==> config.mk <==
export PLATFORM = sky130hd
export DESIGN_NAME = ccppwm_top
export DESIGN_NICKNAME = d
export VERILOG_FILES = /design/src/core/ccppwm_axil.v /design/src/core/ccppwm_top.v
export VERILOG_INCLUDE_DIRS = /design/src /design/src/core
export SDC_FILE = /design/constraint.sdc
export NUM_CORES = 1
export LEC_CHECK = 0
export BUFFER_PORTS_ARGS = -buffer_cell sky130_fd_sc_hd__buf_2
export CORE_ASPECT_RATIO = 0.6
export CORE_MARGIN = 5
export CORE_UTILIZATION = 58
export CTS_BUF_LIST = sky130_fd_sc_hd__clkbuf_4 sky130_fd_sc_hd__clkbuf_8 sky130_fd_sc_hd__clkbuf_16
export DETAILED_ROUTE_END_ITERATION = 8
export PLACE_DENSITY = 0.89
export SLEW_MARGIN = 20
export SYNTH_ARGS = -nofsm -noshare
export SYNTH_HDL_FRONTEND = slang
export SYNTH_SLANG_ARGS = --single-unit
==> constraint.sdc <==
create_clock -name CLK -period 6.6 [get_ports CLK]
set_clock_uncertainty 0.15 [all_clocks]
set_input_delay 1.32 -clock CLK [delete_from_list [all_inputs] [get_ports CLK]]
set_output_delay 1.32 -clock CLK [all_outputs]
set_load 0.01 [all_outputs]
==> src/core/ccppwm_regs.vh <==
// Register map, field positions, reset values and timing for the PWM unit.
// Assumes an AXI4-Lite slave with 32-bit data; offsets are word indices, byte address is 4x.
`ifndef CCPPWM_REGS_VH
`define CCPPWM_REGS_VH

`define CCPPWM_OFF_UNIT_CONTROL     4'h0
`define CCPPWM_OFF_DUTY_HIGH_WRITE  4'h1
`define CCPPWM_OFF_DUTY_HIGH_ACTIVE 4'h2
`define CCPPWM_OFF_PERIOD_LIMIT     4'h3
`define CCPPWM_OFF_TIMER_CONTROL    4'h4
`define CCPPWM_OFF_TIMER_COUNT      4'h5
`define CCPPWM_OFF_IRQ_STATUS       4'h6
`define CCPPWM_OFF_IRQ_MASK         4'h7
`define CCPPWM_OFF_MISC_CONTROL     4'h8

`define CCPPWM_UC_MODE_LSB          0
`define CCPPWM_UC_LOW_LSB           4
`define CCPPWM_TC_PRESCALE_LSB      0
`define CCPPWM_TC_RUN_BIT           2
`define CCPPWM_MC_SLEEP_BIT         0
`define CCPPWM_MC_DIR_BIT           1

`define CCPPWM_RST_UNIT_CONTROL     6'h00
`define CCPPWM_RST_PERIOD_LIMIT     8'hFF
`define CCPPWM_RST_DIR              1'b1

`define CCPPWM_PHASE_STEPS          4

`endif

==> src/core/ccppwm_axil.v <==
// AXI4-Lite slave front end: one write and one read at a time.
// Assumes the master keeps valid and payload steady until taken.
`timescale 1ns/100ps
module ccppwm_axil (
  input  wire        clk,
  input  wire        resetn,
  input  wire [31:0] s_awaddr,
  input  wire        s_awvalid,
  output wire        s_awready,
  input  wire [31:0] s_wdata,
  input  wire [3:0]  s_wstrb,
  input  wire        s_wvalid,
  output wire        s_wready,
  output reg  [1:0]  s_bresp,
  output reg         s_bvalid,
  input  wire        s_bready,
  input  wire [31:0] s_araddr,
  input  wire        s_arvalid,
  output wire        s_arready,
  output reg  [31:0] s_rdata,
  output reg  [1:0]  s_rresp,
  output reg         s_rvalid,
  input  wire        s_rready,
  output reg         wr_pulse,
  output reg  [3:0]  wr_index,
  output reg  [7:0]  wr_data,
  output reg         wr_ok,
  output wire        rd_pulse,
  output wire [3:0]  rd_index,
  input  wire [31:0] rd_data,
  input  wire        rd_ok
);
  reg        aw_have_reg;
  reg        w_have_reg;
  reg [31:0] aw_addr_reg;
  reg [31:0] w_data_reg;
  reg        w_lane_reg;

  assign s_awready = !aw_have_reg && !s_bvalid;
  assign s_wready  = !w_have_reg && !s_bvalid;
  assign s_arready = !s_rvalid;
  assign rd_pulse  = s_arvalid && s_arready;
  assign rd_index  = s_araddr[5:2];

  always @(posedge clk or negedge resetn) begin
    if (!resetn) begin
      aw_have_reg <= 1'b0;
      w_have_reg  <= 1'b0;
      aw_addr_reg <= 32'h0;
      w_data_reg  <= 32'h0;
      w_lane_reg  <= 1'b0;
      s_bvalid    <= 1'b0;
      s_bresp     <= 2'h0;
      s_rvalid    <= 1'b0;
      s_rresp     <= 2'h0;
      s_rdata     <= 32'h0;
      wr_pulse    <= 1'b0;
      wr_index    <= 4'h0;
      wr_data     <= 8'h00;
      wr_ok       <= 1'b0;
    end else begin
      wr_pulse <= 1'b0;
      if (s_awvalid && s_awready) begin
        aw_have_reg <= 1'b1;
        aw_addr_reg <= s_awaddr;
      end
      if (s_wvalid && s_wready) begin
        w_have_reg <= 1'b1;
        w_data_reg <= s_wdata;
        w_lane_reg <= s_wstrb[0];
      end
      if (aw_have_reg && w_have_reg) begin
        // Only the low byte carries data; a write without lane 0 changes nothing
        aw_have_reg <= 1'b0;
        w_have_reg  <= 1'b0;
        wr_index    <= aw_addr_reg[5:2];
        wr_data     <= w_data_reg[7:0];
        wr_ok       <= (aw_addr_reg[31:6] == 26'h0) && (aw_addr_reg[5:2] <= 4'h8);
        wr_pulse    <= w_lane_reg && (aw_addr_reg[31:6] == 26'h0);
        s_bresp     <= ((aw_addr_reg[31:6] == 26'h0) && (aw_addr_reg[5:2] <= 4'h8))
                       ? 2'h0 : 2'h2;
        s_bvalid    <= 1'b1;
      end else if (s_bvalid && s_bready) begin
        s_bvalid <= 1'b0;
      end
      if (rd_pulse) begin
        s_rvalid <= 1'b1;
        s_rdata  <= (rd_ok && s_araddr[31:6] == 26'h0) ? rd_data : 32'h0;
        s_rresp  <= (rd_ok && s_araddr[31:6] == 26'h0) ? 2'h0 : 2'h2;
      end else if (s_rvalid && s_rready) begin
        s_rvalid <= 1'b0;
      end
    end
  end
endmodule

==> src/core/ccppwm_top.v <==
// Standard PWM unit: period timer, prescaler, double-buffered 10-bit duty.
// Assumes a single 100 MHz clock; pin routing and port logic sit outside.
`timescale 1ns/100ps
`include "ccppwm_regs.vh"

// Overview of operation
// - Period is (period_limit+1) times four clocks times the prescale value.
// - After count equals limit: clear count, set pin unless duty zero, latch duty.
// - Duty is ten bits: eight from duty_high_write, two from duty_low_bits.
// - Duty writes accepted anytime; they take effect only at the next period match.
// - In PWM mode duty_high_active is readable but ignores writes.
// - Active duty held double-buffered in duty_high_active plus a hidden 2-bit latch.
// - Time base is count extended by phase counter or by prescaler bits.
// - Pin goes low when time base equals active duty.
// - No postscaler affects the period; only prescaler and period_limit.
// - If pulse width exceeds the period the pin is never cleared.
// - Resolution is log2 of 4 times (period_limit+1), ten bits at 255.
// - Sleep freezes counting, the duty latch and the pin level; register writes and mode 0000 still take effect.
// - period_match_flag sets on each rollover at a period match.
// - Mode bits 11xx select PWM regardless of the two low bits.
// - Mode 0000 turns the unit off and clears the duty latch and pin; the timer keeps counting.
module ccppwm_top (
  input  wire        CLK,
  input  wire        RESETN,
  input  wire [31:0] S_AXI_AWADDR,
  input  wire        S_AXI_AWVALID,
  output wire        S_AXI_AWREADY,
  input  wire [31:0] S_AXI_WDATA,
  input  wire [3:0]  S_AXI_WSTRB,
  input  wire        S_AXI_WVALID,
  output wire        S_AXI_WREADY,
  output wire [1:0]  S_AXI_BRESP,
  output wire        S_AXI_BVALID,
  input  wire        S_AXI_BREADY,
  input  wire [31:0] S_AXI_ARADDR,
  input  wire        S_AXI_ARVALID,
  output wire        S_AXI_ARREADY,
  output wire [31:0] S_AXI_RDATA,
  output wire [1:0]  S_AXI_RRESP,
  output wire        S_AXI_RVALID,
  input  wire        S_AXI_RREADY,
  input  wire        SLEEP,
  output wire        PWM_OUTPUT_PIN,
  output wire        PWM_OUTPUT_OE,
  output wire        IRQ
);
  wire        wr_pulse;
  wire [3:0]  wr_index;
  wire [7:0]  wr_data;
  wire        wr_ok;
  wire        rd_pulse;
  wire [3:0]  rd_index;
  reg  [31:0] rd_data;
  reg         rd_ok;

  reg  [5:0]  unit_control_reg;
  reg  [7:0]  duty_high_write_reg;
  reg  [7:0]  duty_high_active_reg;
  reg  [1:0]  duty_low_latch_reg;
  reg  [7:0]  period_limit_reg;
  reg  [2:0]  timer_control_reg;
  reg  [7:0]  period_timer_count_reg;
  reg  [3:0]  prescale_count_reg;
  reg  [1:0]  phase_reg;
  reg         pin_reg;
  reg         status_reg;
  reg         mask_reg;
  reg  [1:0]  misc_reg;

  wire        sleeping = SLEEP | misc_reg[`CCPPWM_MC_SLEEP_BIT];
  wire [3:0]  mode_sel = unit_control_reg[3:0];
  wire        pwm_mode = (mode_sel[3:2] == 2'b11);
  wire        unit_off = (mode_sel == 4'h0);
  wire [1:0]  prescale = timer_control_reg[1:0];
  wire        running  = timer_control_reg[`CCPPWM_TC_RUN_BIT];
  wire [9:0]  duty_next = {duty_high_write_reg, unit_control_reg[5:4]};
  wire [9:0]  duty_act  = {duty_high_active_reg, duty_low_latch_reg};

  // Prescale ratio minus one: 1:1, 1:4, 1:16, 1:16 on the two select bits
  function [5:0] ps_last;
    input [1:0] sel;
    begin
      case (sel)
        2'b00:   ps_last = 6'h00;
        2'b01:   ps_last = 6'h03;
        default: ps_last = 6'h0F;
      endcase
    end
  endfunction

  // A full prescaler of 16 keeps the top two of its four bits as extension
  function [1:0] ext_bits;
    input [1:0] sel;
    input [3:0] pc;
    input [1:0] ph;
    begin
      case (sel)
        2'b00:   ext_bits = ph;
        2'b01:   ext_bits = pc[1:0];
        default: ext_bits = pc[3:2];
      endcase
    end
  endfunction

  // The prescaler ticks once per four clocks; phase_reg supplies those clocks
  wire        phase_wrap = (phase_reg == 2'h3);
  // Greater-or-equal lets a prescale change mid-count wrap at once instead of running to 15
  wire        ps_wrap    = ({2'b00, prescale_count_reg} >= ps_last(prescale));
  wire        step_tmr   = running && !sleeping && phase_wrap && ps_wrap;
  // Edges at which the ten-bit time base moves on by one step
  wire        fine_step  = running && !sleeping &&
                           ((prescale == 2'b00) ? 1'b1 :
                            (prescale == 2'b01) ? phase_wrap :
                            (phase_wrap && prescale_count_reg[1:0] == 2'h3));
  wire        at_match   = (period_timer_count_reg == period_limit_reg);
  wire        rollover   = step_tmr && at_match;
  wire [9:0]  time_base  = {period_timer_count_reg,
                            ext_bits(prescale, prescale_count_reg, phase_reg)};

  always @(posedge CLK or negedge RESETN) begin
    if (!RESETN) begin
      phase_reg              <= 2'h0;
      prescale_count_reg     <= 4'h0;
      period_timer_count_reg <= 8'h00;
    end else if (running && !sleeping) begin
      phase_reg <= phase_reg + 2'h1;
      if (phase_wrap) begin
        if (ps_wrap) begin
          prescale_count_reg <= 4'h0;
          period_timer_count_reg <= at_match ? 8'h00 : period_timer_count_reg + 8'h01;
        end else begin
          prescale_count_reg <= prescale_count_reg + 4'h1;
        end
      end
    end
  end

  // Duty latch and pin; set at rollover, cleared on the exact ten-bit match
  always @(posedge CLK or negedge RESETN) begin
    if (!RESETN) begin
      duty_high_active_reg <= 8'h00;
      duty_low_latch_reg   <= 2'h0;
      pin_reg              <= 1'b0;
    end else if (unit_off) begin
      duty_high_active_reg <= 8'h00;
      duty_low_latch_reg   <= 2'h0;
      pin_reg              <= 1'b0;
    end else if (pwm_mode && !sleeping) begin
      if (rollover) begin
        duty_high_active_reg <= duty_next[9:2];
        duty_low_latch_reg   <= duty_next[1:0];
        pin_reg              <= (duty_next != 10'h000);
      end else if (fine_step && (time_base + 10'h001) == duty_act) begin
        // Clear on the step that reaches the duty, so the high time is exactly duty steps
        // Duty beyond the period never matches, so the pin stays put
        pin_reg <= 1'b0;
      end
    end
  end

  // Register writes; hardware set of the flag wins over a clearing read
  always @(posedge CLK or negedge RESETN) begin
    if (!RESETN) begin
      unit_control_reg    <= `CCPPWM_RST_UNIT_CONTROL;
      duty_high_write_reg <= 8'h00;
      period_limit_reg    <= `CCPPWM_RST_PERIOD_LIMIT;
      timer_control_reg   <= 3'h0;
      status_reg          <= 1'b0;
      mask_reg            <= 1'b0;
      misc_reg            <= {`CCPPWM_RST_DIR, 1'b0};
    end else begin
      if (wr_pulse && wr_ok) begin
        case (wr_index)
          `CCPPWM_OFF_UNIT_CONTROL:    unit_control_reg    <= wr_data[5:0];
          `CCPPWM_OFF_DUTY_HIGH_WRITE: duty_high_write_reg <= wr_data;
          `CCPPWM_OFF_PERIOD_LIMIT:    period_limit_reg    <= wr_data;
          `CCPPWM_OFF_TIMER_CONTROL:   timer_control_reg   <= wr_data[2:0];
          `CCPPWM_OFF_IRQ_MASK:        mask_reg            <= wr_data[0];
          `CCPPWM_OFF_MISC_CONTROL:    misc_reg            <= wr_data[1:0];
          default: ;
        endcase
      end
      if (rollover)
        status_reg <= 1'b1;
      else if (rd_pulse && rd_index == `CCPPWM_OFF_IRQ_STATUS &&
               S_AXI_ARADDR[31:6] == 26'h0)
        status_reg <= 1'b0;
    end
  end

  always @* begin
    rd_ok   = 1'b1;
    rd_data = 32'h0;
    case (rd_index)
      `CCPPWM_OFF_UNIT_CONTROL:     rd_data = {26'h0, unit_control_reg};
      `CCPPWM_OFF_DUTY_HIGH_WRITE:  rd_data = {24'h0, duty_high_write_reg};
      `CCPPWM_OFF_DUTY_HIGH_ACTIVE: rd_data = {24'h0, duty_high_active_reg};
      `CCPPWM_OFF_PERIOD_LIMIT:     rd_data = {24'h0, period_limit_reg};
      `CCPPWM_OFF_TIMER_CONTROL:    rd_data = {29'h0, timer_control_reg};
      `CCPPWM_OFF_TIMER_COUNT:      rd_data = {24'h0, period_timer_count_reg};
      `CCPPWM_OFF_IRQ_STATUS:       rd_data = {31'h0, status_reg};
      `CCPPWM_OFF_IRQ_MASK:         rd_data = {31'h0, mask_reg};
      `CCPPWM_OFF_MISC_CONTROL:     rd_data = {30'h0, misc_reg};
      default:                      rd_ok   = 1'b0;
    endcase
  end

  assign PWM_OUTPUT_PIN = pin_reg;
  // Driver enabled only once software clears the direction bit
  assign PWM_OUTPUT_OE  = pwm_mode && !misc_reg[`CCPPWM_MC_DIR_BIT];
  assign IRQ            = status_reg & mask_reg;

  ccppwm_axil u_axil (
    .clk       (CLK),
    .resetn    (RESETN),
    .s_awaddr  (S_AXI_AWADDR),
    .s_awvalid (S_AXI_AWVALID),
    .s_awready (S_AXI_AWREADY),
    .s_wdata   (S_AXI_WDATA),
    .s_wstrb   (S_AXI_WSTRB),
    .s_wvalid  (S_AXI_WVALID),
    .s_wready  (S_AXI_WREADY),
    .s_bresp   (S_AXI_BRESP),
    .s_bvalid  (S_AXI_BVALID),
    .s_bready  (S_AXI_BREADY),
    .s_araddr  (S_AXI_ARADDR),
    .s_arvalid (S_AXI_ARVALID),
    .s_arready (S_AXI_ARREADY),
    .s_rdata   (S_AXI_RDATA),
    .s_rresp   (S_AXI_RRESP),
    .s_rvalid  (S_AXI_RVALID),
    .s_rready  (S_AXI_RREADY),
    .wr_pulse  (wr_pulse),
    .wr_index  (wr_index),
    .wr_data   (wr_data),
    .wr_ok     (wr_ok),
    .rd_pulse  (rd_pulse),
    .rd_index  (rd_index),
    .rd_data   (rd_data),
    .rd_ok     (rd_ok)
  );
endmodule

==> load_flow_metrics.sql <==
INSERT INTO impl_metrics (metric_group, metric, value, unit) VALUES
('clocking', 'clk-insertion-delay-late', '0.42', 'ns'),
('worst_setup_path', 'cp-end-kind', 'flop', ''),
('floorplanning', 'initial_utilization', '0.5906', ''),
('worst_setup_path', 'r2r.worst_path.cells', '11', ''),
('drt', 'route.met2.wl', '7631', 'microns'),
('sta', 'rsz0062_at_grt', 'no', ''),
('synth', 'synth_cell_types', '55', ''),
('synth', 'synthesis.area', '6193', 'sq um'),
('worst_setup_path', 'rr_endpoint', 'PWM_OUTPUT_PIN$_DFFE_PN0P_', ''),
('place', 'globalplace.congestion', '0.9552', ''),
('hold_path', 'worst_hold_path.num_cells', '2', ''),
('clocking', 'tritoncts', 'done', ''),
('synth', 'synth_enable_flop_cells', '0', ''),
('cells_and_area', 'diodes', '0', ''),
('floorplanning', 'die_height', '90.05', 'microns'),
('sta', 'report.final.hold_viol_count', '0', ''),
('cells_and_area', 'finish.net_count', '742', ''),
('power_and_ir_drop', 'static-leakage-power', '3.313', 'nW'),
('synth', 'synth_area_per_cell', '11.55', 'sq um'),
('clocking', 'cell_chosen_for_the_clock_root', 'clkbuf_16', ''),
('synth', 'synth_ff_type', 'dfrtp_1', ''),
('place', 'detailedPlace.worstSlack', '2.645', 'ns'),
('grt', 'grt_pass1_wl', '24700', 'microns'),
('drt', 'detail_route.vias_per_cell', '5.911', ''),
('grt', 'grt_pass1_vias', '4715', ''),
('sta', 'final_critical_path_setup_slack', '3.083', 'ns'),
('worst_setup_path', 'critPathMaxFanout', '11', ''),
('hold_path', 'hold_path.class', 'reg2reg', ''),
('synth', 'yosys_top_cell_area_share', '0.4525', ''),
('floorplanning', 'die_width', '143.4', 'microns'),
('flow_run', 'timing.max_cap.violations', '0', ''),
('sta', 'fin_crit', '3.517', 'ns'),
('hold_path', 'whs_endpoint', 'u_axil.s_rdata[2]$_DFFE_PN0P_', ''),
('drt', 'route.top_layer_used', 'met5', ''),
('synth', 'async_flop_share', '1.000', ''),
('synth', 'ffs_latches_synth', '121', ''),
('place', 'detailedPlacementHpwl', '11160', 'microns'),
('power_and_ir_drop', 'totalPowerFinal', '2.448', 'mW'),
('sta', 'fin_setup_tns', '0', 'ns'),
('grt', 'antenna_found_initial', '1', ''),
('drt', 'm1WireLength', '6090', 'microns'),
('synth', 'yosysSeqAreaShare', '0.4907', ''),
('drt', 'antenna_violating_nets_post_route', '0', ''),
('synth', 'synth.yosys.warnings', '0', ''),
('clocking', 'cts_setup_buffers', '0', ''),
('drt', 'drt-wirelength-per-cell', '20.33', 'microns'),
('floorplanning', 'die_area', '12910', 'sq um'),
('hold_path', 'hold_start', 'u_axil.s_rdata[2]$_DFFE_PN0P_', ''),
('clocking', 'clk_path_buf_depth', '2', ''),
('drt', 'remaining_drc_errors', '0', ''),
('synth', 'synth.area.top_cells', 'dfrtp_1 45%, mux2_2 15%, dfstp_2 3.8%', ''),
('worst_setup_path', 'critical_path.reg2reg.startpoint', 'timer_control_reg[1]$_DFFE_PN0P_', ''),
('drt', 'via_count', '4599', ''),
('run_status', 'status', 'complete, no violations', ''),
('sta', 'final.period_utilization', '0.5329', ''),
('cells_and_area', 'flip_flop_count_of_the_largest_register_after_layout', '30', ''),
('cells_and_area', 'final_area', '7234', 'sq um'),
('drt', 'drt_iter0_drc', '396', ''),
('grt', 'globalRoute.totalOverflow', '0', ''),
('clocking', 'number_of_buffers_created_by_cts', '17', ''),
('clocking', 'cts.sink_count', '121', ''),
('power_and_ir_drop', 'power_density', '338.4', 'nW/um^2'),
('clocking', 'cts_resized', '0', ''),
('worst_setup_path', 'reg2reg_setup_slack', '3.32', 'ns'),
('floorplanning', 'floorplan.rows', '29', ''),
('power_and_ir_drop', 'vdd_drop_max', '0.3244', 'mV'),
('sta', 'timing.fmax', '284.3', 'MHz'),
('sta', 'setup_violations', '0', ''),
('clocking', 'path_clk_slew', '0.06', 'ns'),
('drt', 'met3RoutedLength', '1783', 'microns'),
('drt', 'drt_wl_total', '15820', 'microns');
through the flow:
stage / util / cells
floorplan: - / 561
global placement: 0.6301 / 746
detailed placement: 0.6302 / 746
CTS: 0.6899 / 778
global route: 0.6899 / 778
finish: 0.6899 / 778
worst max path at each step:
stage                               start                             to  slack (ns)  depth (start not counted)
after floorplan           S_AXI_ARADDR[4]  u_axil.s_rdata[2]$_DFFE_PN0P_        3.82                          5
after global placement              SLEEP     PWM_OUTPUT_PIN$_DFFE_PN0P_        2.79                          8
after detailed placement            SLEEP     PWM_OUTPUT_PIN$_DFFE_PN0P_        2.65                          8
after CTS                           SLEEP     PWM_OUTPUT_PIN$_DFFE_PN0P_        3.07                          8
after global routing                SLEEP     PWM_OUTPUT_PIN$_DFFE_PN0P_        2.90                          8
final                               SLEEP     PWM_OUTPUT_PIN$_DFFE_PN0P_        3.08                          8
routing by layer:
layer	vias to the layer above	track usage
met5	-	0
met3	33	0.08484
met4	2	0.07837
li1	2054	-
met1	2243	0.3113
met2	267	0.4098
area by class of cell:
class	instances	area (sq um)	share of cell area
clock buffers	17	425.4	0.05880
clock inverters	15	200.2	0.02767
inverters	10	37.54	0.005189
multi-input cells	380	2870	0.3967
flip-flops and latches	121	3039	0.4201
well taps	139	173.9	0.02404
repair buffers	96	488.0	0.06745
synthesized netlist by cell type (all sizes together) (5+ instances only):
library cell / number
clkbuf: 9
inv: 10
xor2: 6
a22oi: 6
nor2: 21
ha: 8
nor3: 8
a31oi: 6
mux2: 84
nor4: 16
xnor2: 21
dfstp: 9
nand4: 10
nor2b: 5
and2: 7
buf: 41
dfrtp: 112
a21oi: 9
nand3: 10
mux2i: 8
o21ai: 42
nand2: 52
layout by cell type (no fill, tap or decap), types with 4 or more instances in the layout:
cell / instances
dfstp_2: 9
nor2_1: 20
nor4_1: 15
o21ai_2: 10
inv_1: 10
xnor2_1: 18
buf_2: 93
nand2_2: 10
a21oi_1: 8
mux2_2: 84
ha_1: 8
nor3_1: 7
mux2i_1: 8
nand4_1: 9
nand2b_1: 4
conb_1: 26
xor2_1: 6
inv_6: 7
nor2b_1: 5
o21ai_0: 31
o31ai_1: 4
nand3_1: 10
and2_1: 6
clkbuf_16: 17
a22oi_1: 6
dfrtp_1: 112
a31oi_1: 6
nand2_1: 42
critical path, stage by stage:
cell	delay [ns]
buf_2	0.14
nor3b_4	0.26
and2_1	0.37
o2111ai_2	0.25
nor4_4	0.69
buf_4	0.36
a31oi_1	0.09
mux2i_1	0.21
logic make-up after synthesis:
family / count (synthesis) / share of synthesized area
xor gates and xnor gates: 27 / 0.04182
muxes: 95 / 0.1766
DFF: 121 / 0.4907
other: 1 / 0.0006055
adders and majority gates: 8 / 0.01616
buffers and inverters: 60 / 0.06121
and+or+nand+nor: 142 / 0.1232
AOI/OAI and AO/OA: 82 / 0.08970
power by group:
part | internal, mW | switching [mW] | total (mW)
logic | 0.217 | 0.177 | 0.394
clock network | 0.608 | 0.374 | 0.982
registers | 0.915 | 0.156 | 1.07
Note: power is estimated with default switching activity, not from simulation.
